File: src/hw/aev_pkg.sv
// register map, field layout and timing of the alert and event-flag logic
// assumes one device clock at 50 MHz shared with the serial register front end
package aev_pkg;
  // ************************************************************
  // register map
  // ************************************************************
  localparam logic [7:0] ADDR_SCAN_CHANNEL_ENABLE = 8'h12;
  localparam logic [7:0] ADDR_ALERT_CHANNEL_MASK = 8'h14;
  localparam logic [7:0] ADDR_ALERT_SOURCE_SELECT = 8'h16;
  localparam logic [7:0] ADDR_ALERT_PIN_CONFIG = 8'h17;
  localparam logic [7:0] ADDR_EVENT_SUMMARY_FLAGS = 8'h18;
  localparam logic [7:0] ADDR_EVENT_HIGH_FLAGS = 8'h1a;
  localparam logic [7:0] ADDR_EVENT_LOW_FLAGS = 8'h1c;

  localparam logic [7:0] RESET_VALUE = 8'h00;
  localparam logic [7:0] READ_UNMAPPED = 8'h00;
  localparam int CHANNELS = 8;

  // ************************************************************
  // fields
  // ************************************************************
  localparam int NOTIFY_ON_INPUT_CRC_ERROR_BIT = 0;
  localparam int ALERT_DRIVE_BIT = 2;
  localparam int ALERT_LOGIC_LSB = 0;
  localparam logic [1:0] LOGIC_LEVEL_LOW = 2'h0;
  localparam logic [1:0] LOGIC_LEVEL_HIGH = 2'h1;
  localparam logic [1:0] LOGIC_PULSE_LOW = 2'h2;
  localparam logic [1:0] LOGIC_PULSE_HIGH = 2'h3;

  // ************************************************************
  // timing
  // ************************************************************
  localparam int CLOCK_MHZ = 50;
  localparam int ALERT_PULSE_NS = 1000;
  localparam int ALERT_PULSE_CYCLES = (ALERT_PULSE_NS * CLOCK_MHZ + 999) / 1000;
  localparam logic [7:0] PULSE_COUNT_LAST = 8'(ALERT_PULSE_CYCLES - 1);

  typedef struct packed {
    logic wr;
    logic rd;
    logic [7:0] addr;
    logic [7:0] wdata;
  } aev_reg_req_type;

  typedef enum logic [0:0] {
    PULSE_IDLE,
    PULSE_ACTIVE
  } aev_pulse_state_type;
endpackage : aev_pkg

File: src/hw/aev_flag_bank.sv
// one sticky flag per channel, set by hardware, cleared by writing one
// assumes set and clear arrive on the device clock
`timescale 1ns/1ns
module aev_flag_bank
  import aev_pkg::*;
(
  input wire logic clk_i,
  input wire logic reset_i,
  input wire logic [7:0] set_i,
  input wire logic [7:0] clear_i,
  output logic [7:0] flags_o
);
  logic [7:0] next_flags;

  // ************************************************************
  // per-channel flags
  // ************************************************************
  genvar ch;
  generate
    for (ch = 0; ch < CHANNELS; ch++) begin : g_flag
      // a set in the clearing cycle survives
      always_comb begin
        next_flags[ch] = set_i[ch] | (flags_o[ch] & ~clear_i[ch]);
      end
    end
  endgenerate

  always_ff @(posedge clk_i) begin
    if (reset_i) begin
      flags_o <= RESET_VALUE;
    end else begin
      flags_o <= next_flags;
    end
  end
endmodule : aev_flag_bank

File: src/hw/aev_alert_event_control.sv
// alert and event-flag control: scan mask, channel flags, summary, alert pin
// assumes the serial front end issues one-cycle register strobes on clk_i,
// and the comparators and crc checker drive set pulses and a crc flag on clk_i
`timescale 1ns/1ns
module aev_alert_event_control
  import aev_pkg::*;
(
  input wire logic clk_i,
  input wire logic reset_i,
  input wire aev_reg_req_type reg_req_i,
  input wire logic [7:0] high_event_i,
  input wire logic [7:0] low_event_i,
  input wire logic input_crc_error_flag_i,
  output logic [7:0] reg_rdata_o,
  output logic [7:0] scan_channel_enable_mask_o,
  output logic alert_out_o,
  output logic alert_oe_n_o
);
  // ************************************************************
  // configuration registers
  // ************************************************************
  logic [7:0] notify_channel_mask;
  logic notify_on_input_crc_error;
  logic alert_drive;
  logic [1:0] alert_logic;
  logic [7:0] next_scan_mask;
  logic [7:0] next_notify_channel_mask;
  logic next_notify_on_input_crc_error;
  logic next_alert_drive;
  logic [1:0] next_alert_logic;

  always_comb begin
    next_scan_mask = scan_channel_enable_mask_o;
    next_notify_channel_mask = notify_channel_mask;
    next_notify_on_input_crc_error = notify_on_input_crc_error;
    next_alert_drive = alert_drive;
    next_alert_logic = alert_logic;
    if (reg_req_i.wr) begin
      unique case (reg_req_i.addr)
        ADDR_SCAN_CHANNEL_ENABLE: begin
          next_scan_mask = reg_req_i.wdata;
        end
        ADDR_ALERT_CHANNEL_MASK: begin
          next_notify_channel_mask = reg_req_i.wdata;
        end
        ADDR_ALERT_SOURCE_SELECT: begin
          next_notify_on_input_crc_error = reg_req_i.wdata[NOTIFY_ON_INPUT_CRC_ERROR_BIT];
        end
        ADDR_ALERT_PIN_CONFIG: begin
          next_alert_drive = reg_req_i.wdata[ALERT_DRIVE_BIT];
          next_alert_logic = reg_req_i.wdata[ALERT_LOGIC_LSB +: 2];
        end
        default: begin
        end
      endcase
    end
  end

  always_ff @(posedge clk_i) begin
    if (reset_i) begin
      scan_channel_enable_mask_o <= RESET_VALUE;
      notify_channel_mask <= RESET_VALUE;
      notify_on_input_crc_error <= 1'b0;
      alert_drive <= 1'b0;
      alert_logic <= LOGIC_LEVEL_LOW;
    end else begin
      scan_channel_enable_mask_o <= next_scan_mask;
      notify_channel_mask <= next_notify_channel_mask;
      notify_on_input_crc_error <= next_notify_on_input_crc_error;
      alert_drive <= next_alert_drive;
      alert_logic <= next_alert_logic;
    end
  end

  // ************************************************************
  // event flags and summary
  // ************************************************************
  logic [7:0] high_clear;
  logic [7:0] low_clear;
  logic [7:0] high_flags;
  logic [7:0] low_flags;
  logic [7:0] event_summary;

  assign high_clear = (reg_req_i.wr && reg_req_i.addr == ADDR_EVENT_HIGH_FLAGS) ? reg_req_i.wdata : 8'h00;
  assign low_clear = (reg_req_i.wr && reg_req_i.addr == ADDR_EVENT_LOW_FLAGS) ? reg_req_i.wdata : 8'h00;

  aev_flag_bank u_high_flags (
    .clk_i(clk_i),
    .reset_i(reset_i),
    .set_i(high_event_i),
    .clear_i(high_clear),
    .flags_o(high_flags)
  );

  aev_flag_bank u_low_flags (
    .clk_i(clk_i),
    .reset_i(reset_i),
    .set_i(low_event_i),
    .clear_i(low_clear),
    .flags_o(low_flags)
  );

  // summary has no storage of its own, so a write to its address clears nothing
  assign event_summary = high_flags | low_flags;

  // ************************************************************
  // register readback
  // ************************************************************
  logic [7:0] read_value;
  logic [7:0] next_rdata;

  always_comb begin
    unique case (reg_req_i.addr)
      ADDR_SCAN_CHANNEL_ENABLE: read_value = scan_channel_enable_mask_o;
      ADDR_ALERT_CHANNEL_MASK: read_value = notify_channel_mask;
      ADDR_ALERT_SOURCE_SELECT: read_value = {7'h00, notify_on_input_crc_error};
      ADDR_ALERT_PIN_CONFIG: read_value = {5'h00, alert_drive, alert_logic};
      ADDR_EVENT_SUMMARY_FLAGS: read_value = event_summary;
      ADDR_EVENT_HIGH_FLAGS: read_value = high_flags;
      ADDR_EVENT_LOW_FLAGS: read_value = low_flags;
      default: read_value = READ_UNMAPPED;
    endcase
    next_rdata = reg_req_i.rd ? read_value : reg_rdata_o;
  end

  always_ff @(posedge clk_i) begin
    if (reset_i) begin
      reg_rdata_o <= RESET_VALUE;
    end else begin
      reg_rdata_o <= next_rdata;
    end
  end

  // ************************************************************
  // alert sources
  // ************************************************************
  logic [7:0] masked_events;
  logic crc_source;
  logic alert_active;
  logic [7:0] masked_prev;
  logic crc_prev;
  logic new_event;

  assign masked_events = event_summary & notify_channel_mask;
  assign crc_source = notify_on_input_crc_error & input_crc_error_flag_i;
  assign alert_active = (|masked_events) | crc_source;
  // any masked bit newly rising, or a fresh enabled crc error, fires a pulse
  assign new_event = (|(masked_events & ~masked_prev)) | (crc_source & ~crc_prev);

  // ************************************************************
  // pulse timer
  // ************************************************************
  aev_pulse_state_type pulse_state;
  aev_pulse_state_type next_pulse_state;
  logic [7:0] pulse_count;
  logic [7:0] next_pulse_count;

  // a new event during a pulse is merged into it rather than queued
  always_comb begin
    next_pulse_state = pulse_state;
    next_pulse_count = pulse_count;
    unique case (pulse_state)
      PULSE_IDLE: begin
        if (new_event && alert_logic[1]) begin
          next_pulse_state = PULSE_ACTIVE;
          next_pulse_count = 8'h00;
        end
      end
      PULSE_ACTIVE: begin
        if (pulse_count == PULSE_COUNT_LAST) begin
          next_pulse_state = PULSE_IDLE;
        end else begin
          next_pulse_count = pulse_count + 8'h01;
        end
      end
    endcase
  end

  // ************************************************************
  // pin driver
  // ************************************************************
  logic next_level;
  logic next_oe_n;

  always_comb begin
    unique case (alert_logic)
      LOGIC_LEVEL_LOW: next_level = ~alert_active;
      LOGIC_LEVEL_HIGH: next_level = alert_active;
      LOGIC_PULSE_LOW: next_level = ~(pulse_state == PULSE_ACTIVE);
      LOGIC_PULSE_HIGH: next_level = (pulse_state == PULSE_ACTIVE);
    endcase
    // open drain releases for a high level and leaves it to the pull-up
    next_oe_n = alert_drive ? 1'b0 : next_level;
  end

  always_ff @(posedge clk_i) begin
    if (reset_i) begin
      pulse_state <= PULSE_IDLE;
      pulse_count <= 8'h00;
      masked_prev <= 8'h00;
      crc_prev <= 1'b0;
      alert_out_o <= 1'b1;
      alert_oe_n_o <= 1'b1;
    end else begin
      pulse_state <= next_pulse_state;
      pulse_count <= next_pulse_count;
      masked_prev <= masked_events;
      crc_prev <= crc_source;
      alert_out_o <= next_level;
      alert_oe_n_o <= next_oe_n;
    end
  end
endmodule : aev_alert_event_control

File: config.mk
export PLATFORM = sky130hd
export DESIGN_NAME = aev_alert_event_control
export DESIGN_NICKNAME = d
export VERILOG_FILES = /design/src/hw/aev_pkg.sv /design/src/hw/aev_flag_bank.sv /design/src/hw/aev_alert_event_control.sv
export SDC_FILE = /design/constraint.sdc
export NUM_CORES = 1
export LEC_CHECK = 0
export BUFFER_PORTS_ARGS = -buffer_cell sky130_fd_sc_hd__buf_2
export CORE_AREA = 3 3 90 92
export DETAILED_ROUTE_END_ITERATION = 10
export DIE_AREA = 0 0 93 95
export PLACE_DENSITY = 0.67
export SLEW_MARGIN = 30
export SYNTH_ARGS = -nofsm -noshare
export SYNTH_HDL_FRONTEND = slang
export SYNTH_SLANG_ARGS = --single-unit
File: constraint.sdc
create_clock -name clk_i -period 2.4 [get_ports clk_i]
set_input_delay 0.24 -clock clk_i [delete_from_list [all_inputs] [get_ports clk_i]]
set_output_delay 0.24 -clock clk_i [all_outputs]
set_load 0.05 [all_outputs]
; Yosys cells after proc, flatten, opt, wreduce, memory -nomap -nowiden
; Index checks and enable logic that the tools add are counted.
[word_totals]
reg_bits = 64
input_bits = 37
word_cells = 109
[op_classes]
n_addsub = 1
n_eq_ne = 13
mux = 11
bitwise_logic = 59
n_reduce_logical = 11
[ops]
columns = operator, count
row1 = $eq 8x5->1 const B, 7
row2 = $pmux 8 s7, 1
row3 = $mux 8, 4
row4 = $not 1->1, 19
row5 = $and 1x1->1, 18
row6 = $or 1x1->1, 18
row7 = $and 8x8->8, 2
row8 = $pmux 8 s2, 1
row9 = $reduce_or 8->1, 2
row10 = $reduce_and 2->1, 5
row11 = $add 8x1->8 const B, 1
row12 = $eq 8x6->1 const B, 1
row13 = $not 8->8, 1
row14 = $or 8x8->8, 1
row15 = $eq 2x2->1 const B, 2
row16 = $ne 2x2->1 const B, 2
row17 = $pmux 1 s4, 1
row18 = $logic_and 1x1->1, 3
row19 = $mux 1, 3
row20 = $eq 2x1->1 const B, 1
row21 = $logic_not 2->1, 1
row22 = $pmux 1 s2, 1

; Logic depth before layout (Yosys ltp)
; Gate-level depths: netlist of run 1.
[depth]
ltp_word = 8
mapped_depth = 7
mapped_depth_nobuf = 7

; Modules after synthesis
; A second synthesis of run 1 with hierarchy kept.
[hier_totals]
hier_cells = 340
area_unflattened_um2 = 3154.3
[modules_own_cells]
columns = module, instances, cells_each, area_each_um2
row1 = aev_alert_event_control, 1, 274, 2391.0
row2 = aev_flag_bank, 2, 33, 381.6

; Worst setup path after synthesis of run 1
; OpenSTA, ideal clock, no wires.
[synth_timing]
kind = register to register
start = reg pulse_count[0]
end = reg pulse_count[5]
setup_time_ns = 0.079
arrival_time_ns = 1.625
required_time_ns = 2.321
slack_ns = 0.695
stages_incl_launch_ff = 7
synth_period_minus_slack_ns = 1.705
cell_sequence = dfxtp_1 -> ha_1 -> nand4b_1 -> o41a_1 -> a21o_1 -> and3_1 -> a211oi_2
[synth_between]
elab_chain_cells = 3
[synth_lines]
columns = element, line_no
row1 = start: declaration, aev_alert_event_control.sv:155  ; logic [7:0] pulse_count;
row2 = start signal: assignment, aev_alert_event_control.sv:206  ; pulse_count <= next_pulse_count;
row3 = $add 8x1->8 / $eq 8x6->1 (equally long branches), "aev_alert_event_control.sv:173, aev_alert_event_control.sv:170"
row4 = $mux 8 / $ne 2x2->1 (equally long branches), -
row5 = $pmux 8 s2 / $reduce_and 2->1 (equally long branches), -
; Several ways; a longest one is shown, not always the timed one. The select of a mux whose other input is x is not followed.
; A chain may end at the register's enable or synchronous reset.

; Worst setup path in the final report of run 1
; Ends and elaborated chain as after synthesis.

==> results.sh, run 1 <==
export IMPL_status="completed"
export IMPL_slowest_stage="dfxtp_1"
export IMPL_endpoint_kind="register"
export IMPL_worst_pin_slew_ns=0.594
export IMPL_synth_cell_types=48
export IMPL_num_fill_cells=740
export IMPL_path_class="reg2reg"
export IMPL_final_common_cell="dfxtp_1"
export IMPL_synth_top_area_share=0.435
export IMPL_synthesis_nets=401
export IMPL_die_width_microns=93
export IMPL_syn_to_final_growth_pct=18.3
export IMPL_drc=0
export IMPL_min_period_ns=1.95
export IMPL_layout_drive_gt1_share=0.213
export IMPL_hold_viol=0
export IMPL_core_sq_mm=0.00729
export IMPL_hp_class="in2reg"
export IMPL_firstDrtPassIters=4
export IMPL_ys_seq_area_frac=0.435
export IMPL_worstPathRequired_ns=2.67
export IMPL_grt_max_degree=43
export IMPL_multi_input_area_sq_mm=0.00154
export IMPL_yosys_warnings=0
export IMPL_slew_headroom=0.604
export IMPL_period_share=0.811
export IMPL_ctsResizeCount=0
export IMPL_fin_nets=453
export IMPL_leakagePower_nw=1.41
export IMPL_grt_pass1_vias=2510
export IMPL_setup_violations=0
export IMPL_ff_latch_area_sq_mm=0.00128
export IMPL_fp_dieArea_sq_mm=0.00884
export IMPL_ctsHtreeMaxLevel=3
export IMPL_grt_pass1_wl_microns=12300
export IMPL_cpLargestDelayFamily="compound AO/OA/AOI/OAI gates"
export IMPL_routed_wl_microns=7550
export IMPL_overflow=0
export IMPL_final_cell_mix="dfxtp_1 (64), buf_2 (54), nand2_1 (45)"
export IMPL_cp_num_buf_inv=0
export IMPL_finClkSkew_ns=0.0114
export IMPL_powerDensity_mw_per_mm2=595
export IMPL_ant_nets=0
export IMPL_cts_sinks=64
export IMPL_start_util=0.404
export IMPL_path_cells="ha_1 -> nand4b_1 -> o41a_1 -> a21o_1 -> and3_1 -> a211oi_2"
export IMPL_drtIter0Drc=134
export IMPL_arrival_ns=2.22
export IMPL_syn_cell_area_sq_mm=0.00295
export IMPL_cp_max_fo=9
export IMPL_maxCapViolCount=0
export IMPL_wl_per_cell_microns=14.6
export IMPL_finalSetupTns_ns=0
export IMPL_cts_hold_buffers=0
export IMPL_cts_buffers_inserted=9
export IMPL_syn_avg_cell_area_sq_um=8.14
export IMPL_synthFlopType="dfxtp_1"
export IMPL_dp_hpwl_microns=5380
export IMPL_routabilityCongestion=0.882
export IMPL_routed_via_density=5.30
export IMPL_postCtsSetupRepairBufs=0
export IMPL_clock_path_buffers=2
export IMPL_clk_latency_ns=0.35
export IMPL_synth_top_area_cell="dfxtp_1"
export IMPL_num_rows=31
export IMPL_rsz0062_at_grt="false"
export IMPL_setup_worst_path_start_class="register"
export IMPL_cts_tree="built"
export IMPL_die_y_microns=95
export IMPL_synthArstFlopShare=0
export IMPL_antenna_found_initial=0
export IMPL_synth_edf_count=0
export IMPL_port_buffer_count=54
export IMPL_vdd_ir_drop_max_v=0.000326
export IMPL_worst_hold_slack_ns=0.105
export IMPL_postSynthCellCount=362
export IMPL_synth_seq_cells=64
export IMPL_num_vias=2744
export IMPL_synthTopCellsByArea="dfxtp_1 (43%), a21oi_1 (6.8%), mux2i_1 (6.1%)"
export IMPL_cpPeakStageDelay_ns=0.44
export IMPL_cts_reportedPaths_clkPinSlew_ns=0.07
export IMPL_grt_util_all_layers=0.179
export IMPL_drv_slew=0
export IMPL_cts_root_buf="clkbuf_8"
export IMPL_io_pins=55
export IMPL_fmax_ghz=0.514
## worst min-delay path, delay by kind of cell
kind / cells / cell delay (ns)
buffers and inverters: 1 / 0.08
AO/OA/AOI/OAI: 1 / 0.03
AND/OR/NAND/NOR: 1 / 0.07
## logic make-up after synthesis
group | synth area share
adder cells (fa/ha/maj) | 0.00849
AO/OA/AOI/OAI | 0.206
multiplexers | 0.0803
flip-flops | 0.435
XOR/XNOR | 0.00595
buffers and inverters | 0.0420
AND/OR/NAND/NOR | 0.223
## cell type report
| class | instances | share of cell area |
|---|---|---|
| tap | 99 | 0.0355 |
| clock buffer | 12 | 0.0445 |
| timing repair buffer | 60 | 0.0905 |
| sequential | 64 | 0.368 |
| multi-input combinational | 266 | 0.442 |
| inverter | 13 | 0.0140 |
| antenna | 1 | 0.000718 |
| clock inverter | 3 | 0.00503 |
## through the flow
step                cells  worst slack [ns]  total power [mW]  utilization  cell area (sq um)
finish                518             0.453              2.07        0.478               3490
global route          517             0.294              2.16        0.478               3480
CTS                   517             0.482              2.10        0.478               3480
detailed placement    502             0.438              1.28        0.454               3310
global placement      502             0.469              1.27        0.454               3310
floorplan             362             0.695              1.21            -               2950
## state kept, by name, indices dropped and copies added (netlist names), 2 cells and up
name                        count
alert_logic                     2
masked_prev                     8
notify_channel_mask             8
pulse_count                     8
reg_rdata_o                     8
scan_channel_enable_mask_o      8
u_high_flags.flags_o            8
u_low_flags.flags_o             8
## layer usage
metal	share of wire	wire length, microns	track usage
met3	0.056	423	0.0486
met1	0.49	3700	0.254
met4	0.012	91	0.0598
met2	0.44	3330	0.263
met5	0	0	0
## synthesized netlist by cell type (2+ instances only)
master	instances
nor2_1	44
o22ai_1	4
nand3_1	10
dfxtp_1	64
inv_1	13
a311oi_1	5
clkbuf_1	16
ha_1	2
nor2b_1	9
a211oi_1	2
buf_2	3
o21ai_0	31
nand2b_1	2
a41oi_1	2
mux2_2	5
a21boi_0	3
nor3_1	2
xnor2_1	2
a21oi_1	40
nand3b_1	2
mux2i_1	18
o21ai_1	8
nand2_1	45
nor3b_1	2
and3_1	3
nand4_1	3
## worst paths after layout
path	startpoint	to	slack, ns	cells after the start
max	pulse_count[0]	pulse_count[5]	0.45	6
min	low_event_i[5]	u_low_flags.flags_o[5]	0.10	3
max reg2reg	pulse_count[0]	pulse_count[5]	0.45	6
min reg2reg	reg_rdata_o[6]	reg_rdata_o[6]	0.45	2
## report_power, final
part,switching (mW),total (mW),internal [mW]
Combinational,0.0894,0.151,0.0621
Clock,0.397,0.819,0.422
Sequential,0.0190,1.10,1.08
No activity file was read; power rests on OpenSTA's default activity.
==> run 2, diff against run 1 <==
- PLACE_DENSITY: 0.67 -> 0.69
- clock period: 2.4 -> 1.7 ns (I/O delays scaled with it)
==> run 2 against run 1 <==
The flow now finishes with violations (negative setup slack). First-iteration DRC count is 6.7% lower. Count of clock-buffer cells in the layout is 3 lower. Die area stayed put. Utilization is 3.9 points higher. Global-route usage is 0.47 points higher.
==> results.sh, run 2 (synthesized netlist as in run 1, its figures left out) <==
export IMPL_slew_headroom=0.692
export IMPL_cts_hold_buffers=0
export IMPL_endpoint_kind="register"
export IMPL_overflow=0
export IMPL_maxCapViolCount=0
export IMPL_stdcell_area_sq_mm=0.00377
export IMPL_worstPathRequired_ns=1.97
export IMPL_fmax_ghz=0.571
export IMPL_global_route_usage_met3=0.0438
export IMPL_worst_pin_slew_ns=0.460
export IMPL_cts_reportedPaths_clkPinSlew_ns=0.08
export IMPL_clk_latency_ns=0.35
export IMPL_leakagePower_nw=1.57
export IMPL_dp_hpwl_microns=5800
export IMPL_arrival_ns=2.02
export IMPL_worst_hold_slack_ns=0.0235
export IMPL_pre_cts_ws_ns=-0.0607
export IMPL_cts_buffers_inserted=9
export IMPL_setup_worst_path_start_class="register"
export IMPL_violations="negative setup slack"
export IMPL_syn_to_final_growth_pct=27.9
export IMPL_routed_via_density=5.21
export IMPL_core_sq_mm=0.00729
export IMPL_grt_util_all_layers=0.184
export IMPL_setup_violations=3
export IMPL_cts_root_buf="clkbuf_8"
export IMPL_fp_dieArea_sq_mm=0.00884
export IMPL_finClkSkew_ns=0.0122
export IMPL_period_share=1.03
export IMPL_final_cell_mix="dfxtp_1 (62), buf_2 (54), nand2_1 (45)"
export IMPL_cts_tree="built"
export IMPL_vdd_ir_drop_max_v=0.000608
export IMPL_min_period_ns=1.75
export IMPL_die_width_microns=93
export IMPL_firstDrtPassIters=4
export IMPL_cp_max_fo=8
export IMPL_final_common_cell="dfxtp_1"
export IMPL_rsz0062_at_grt="true"
export IMPL_drtIter0Drc=125
export IMPL_die_y_microns=95
export IMPL_io_pins=55
export IMPL_ctsHtreeMaxLevel=3
export IMPL_clock_path_buffers=2
export IMPL_grtUsageMet1=0.257
export IMPL_drv_slew=0
export IMPL_place_area_sq_mm=0.00350
export IMPL_num_rows=31
export IMPL_grt_max_degree=28
export IMPL_antenna_found_initial=0
export IMPL_diodes=0
export IMPL_layout_drive_gt1_share=0.286
export IMPL_drc=0
export IMPL_num_vias=2849
export IMPL_grt_pass1_vias=2674
export IMPL_routed_wl_microns=7930
export IMPL_powerDensity_mw_per_mm2=826
export IMPL_port_buffer_count=54
export IMPL_ant_nets=0
export IMPL_start_util=0.404
export IMPL_status="finished, violations left"
export IMPL_busiest_layer="met2"
export IMPL_finalNonFillerCells=547
export IMPL_grt_pass1_wl_microns=12700
export IMPL_path_class="reg2reg"
export IMPL_wl_per_cell_microns=14.5
export IMPL_routabilityCongestion=0.870
export IMPL_placed_cells=527
export IMPL_fin_nets=482
export IMPL_cts_sinks=64
export IMPL_r2r_slack_ns=-0.05
export IMPL_hp_class="in2reg"
export IMPL_grt_met2_usage=0.271
export IMPL_timing_final_ws_setup_ns=-0.0509
export IMPL_hold_viol=0
-- run 2: through the flow --
stage          setup TNS, ns  power [mW]  utilization
2_1_floorplan              0        1.71            -
3_3_place_gp          -0.508        1.82        0.480
3_5_place_dp          -0.553        1.83        0.480
4_1_cts              -0.0537        3.13        0.515
5_1_grt               -0.837        3.24        0.517
6_report             -0.0873        3.11        0.517
-- run 2: routing by layer --
metal  up-vias  share of wire
li1       1427              -
met1      1328           0.48
met2        82           0.44
met3        12          0.062
met4         0          0.018
met5         -              0
-- run 2: area by class of cell --
class                   instances  area [sq um]
clock buffers                   9           124
clock inverters                 7          72.6
well taps                      99           124
flip-flops and latches         64          1280
inverters                      13          48.8
repair buffers                 89           537
multi-input cells             266          1580
fillers                       742          3520
-- run 2: worst paths after layout --
check | from | endpoint | cells past startpoint
hold reg to reg | reg_rdata_o[3] | reg_rdata_o[3] | 2
setup / recovery | pulse_count[1] | pulse_count[5] | 8
hold / removal | low_event_i[6] | u_low_flags.flags_o[6] | 3
setup reg to reg | pulse_count[1] | pulse_count[5] | 8
-- run 2: critical path, cell delays in order (launching register included) --
cell	delay (ns)
dfxtp_2	0.33
inv_2	0.07
ha_4	0.12
nand4b_1	0.11
o41a_1	0.38
nor2_1	0.14
nand3_2	0.21
buf_6	0.19
a211oi_2	0.15
-- run 2: power by group --
part	switching [mW]	total (mW)	internal [mW]
clock	0.621	1.30	0.676
sequential	0.0247	1.56	1.53
combinational	0.143	0.260	0.117
total	0.789	3.11	2.32
-- run 2: timing repair --
item / in CTS / in global routing
buffers inserted: 3 / 1
pin swaps: 1 / 2
endpoints found under the setup margin: 7 / 11
gates cloned: 0 / 0
gates resized for setup: 8 / 4
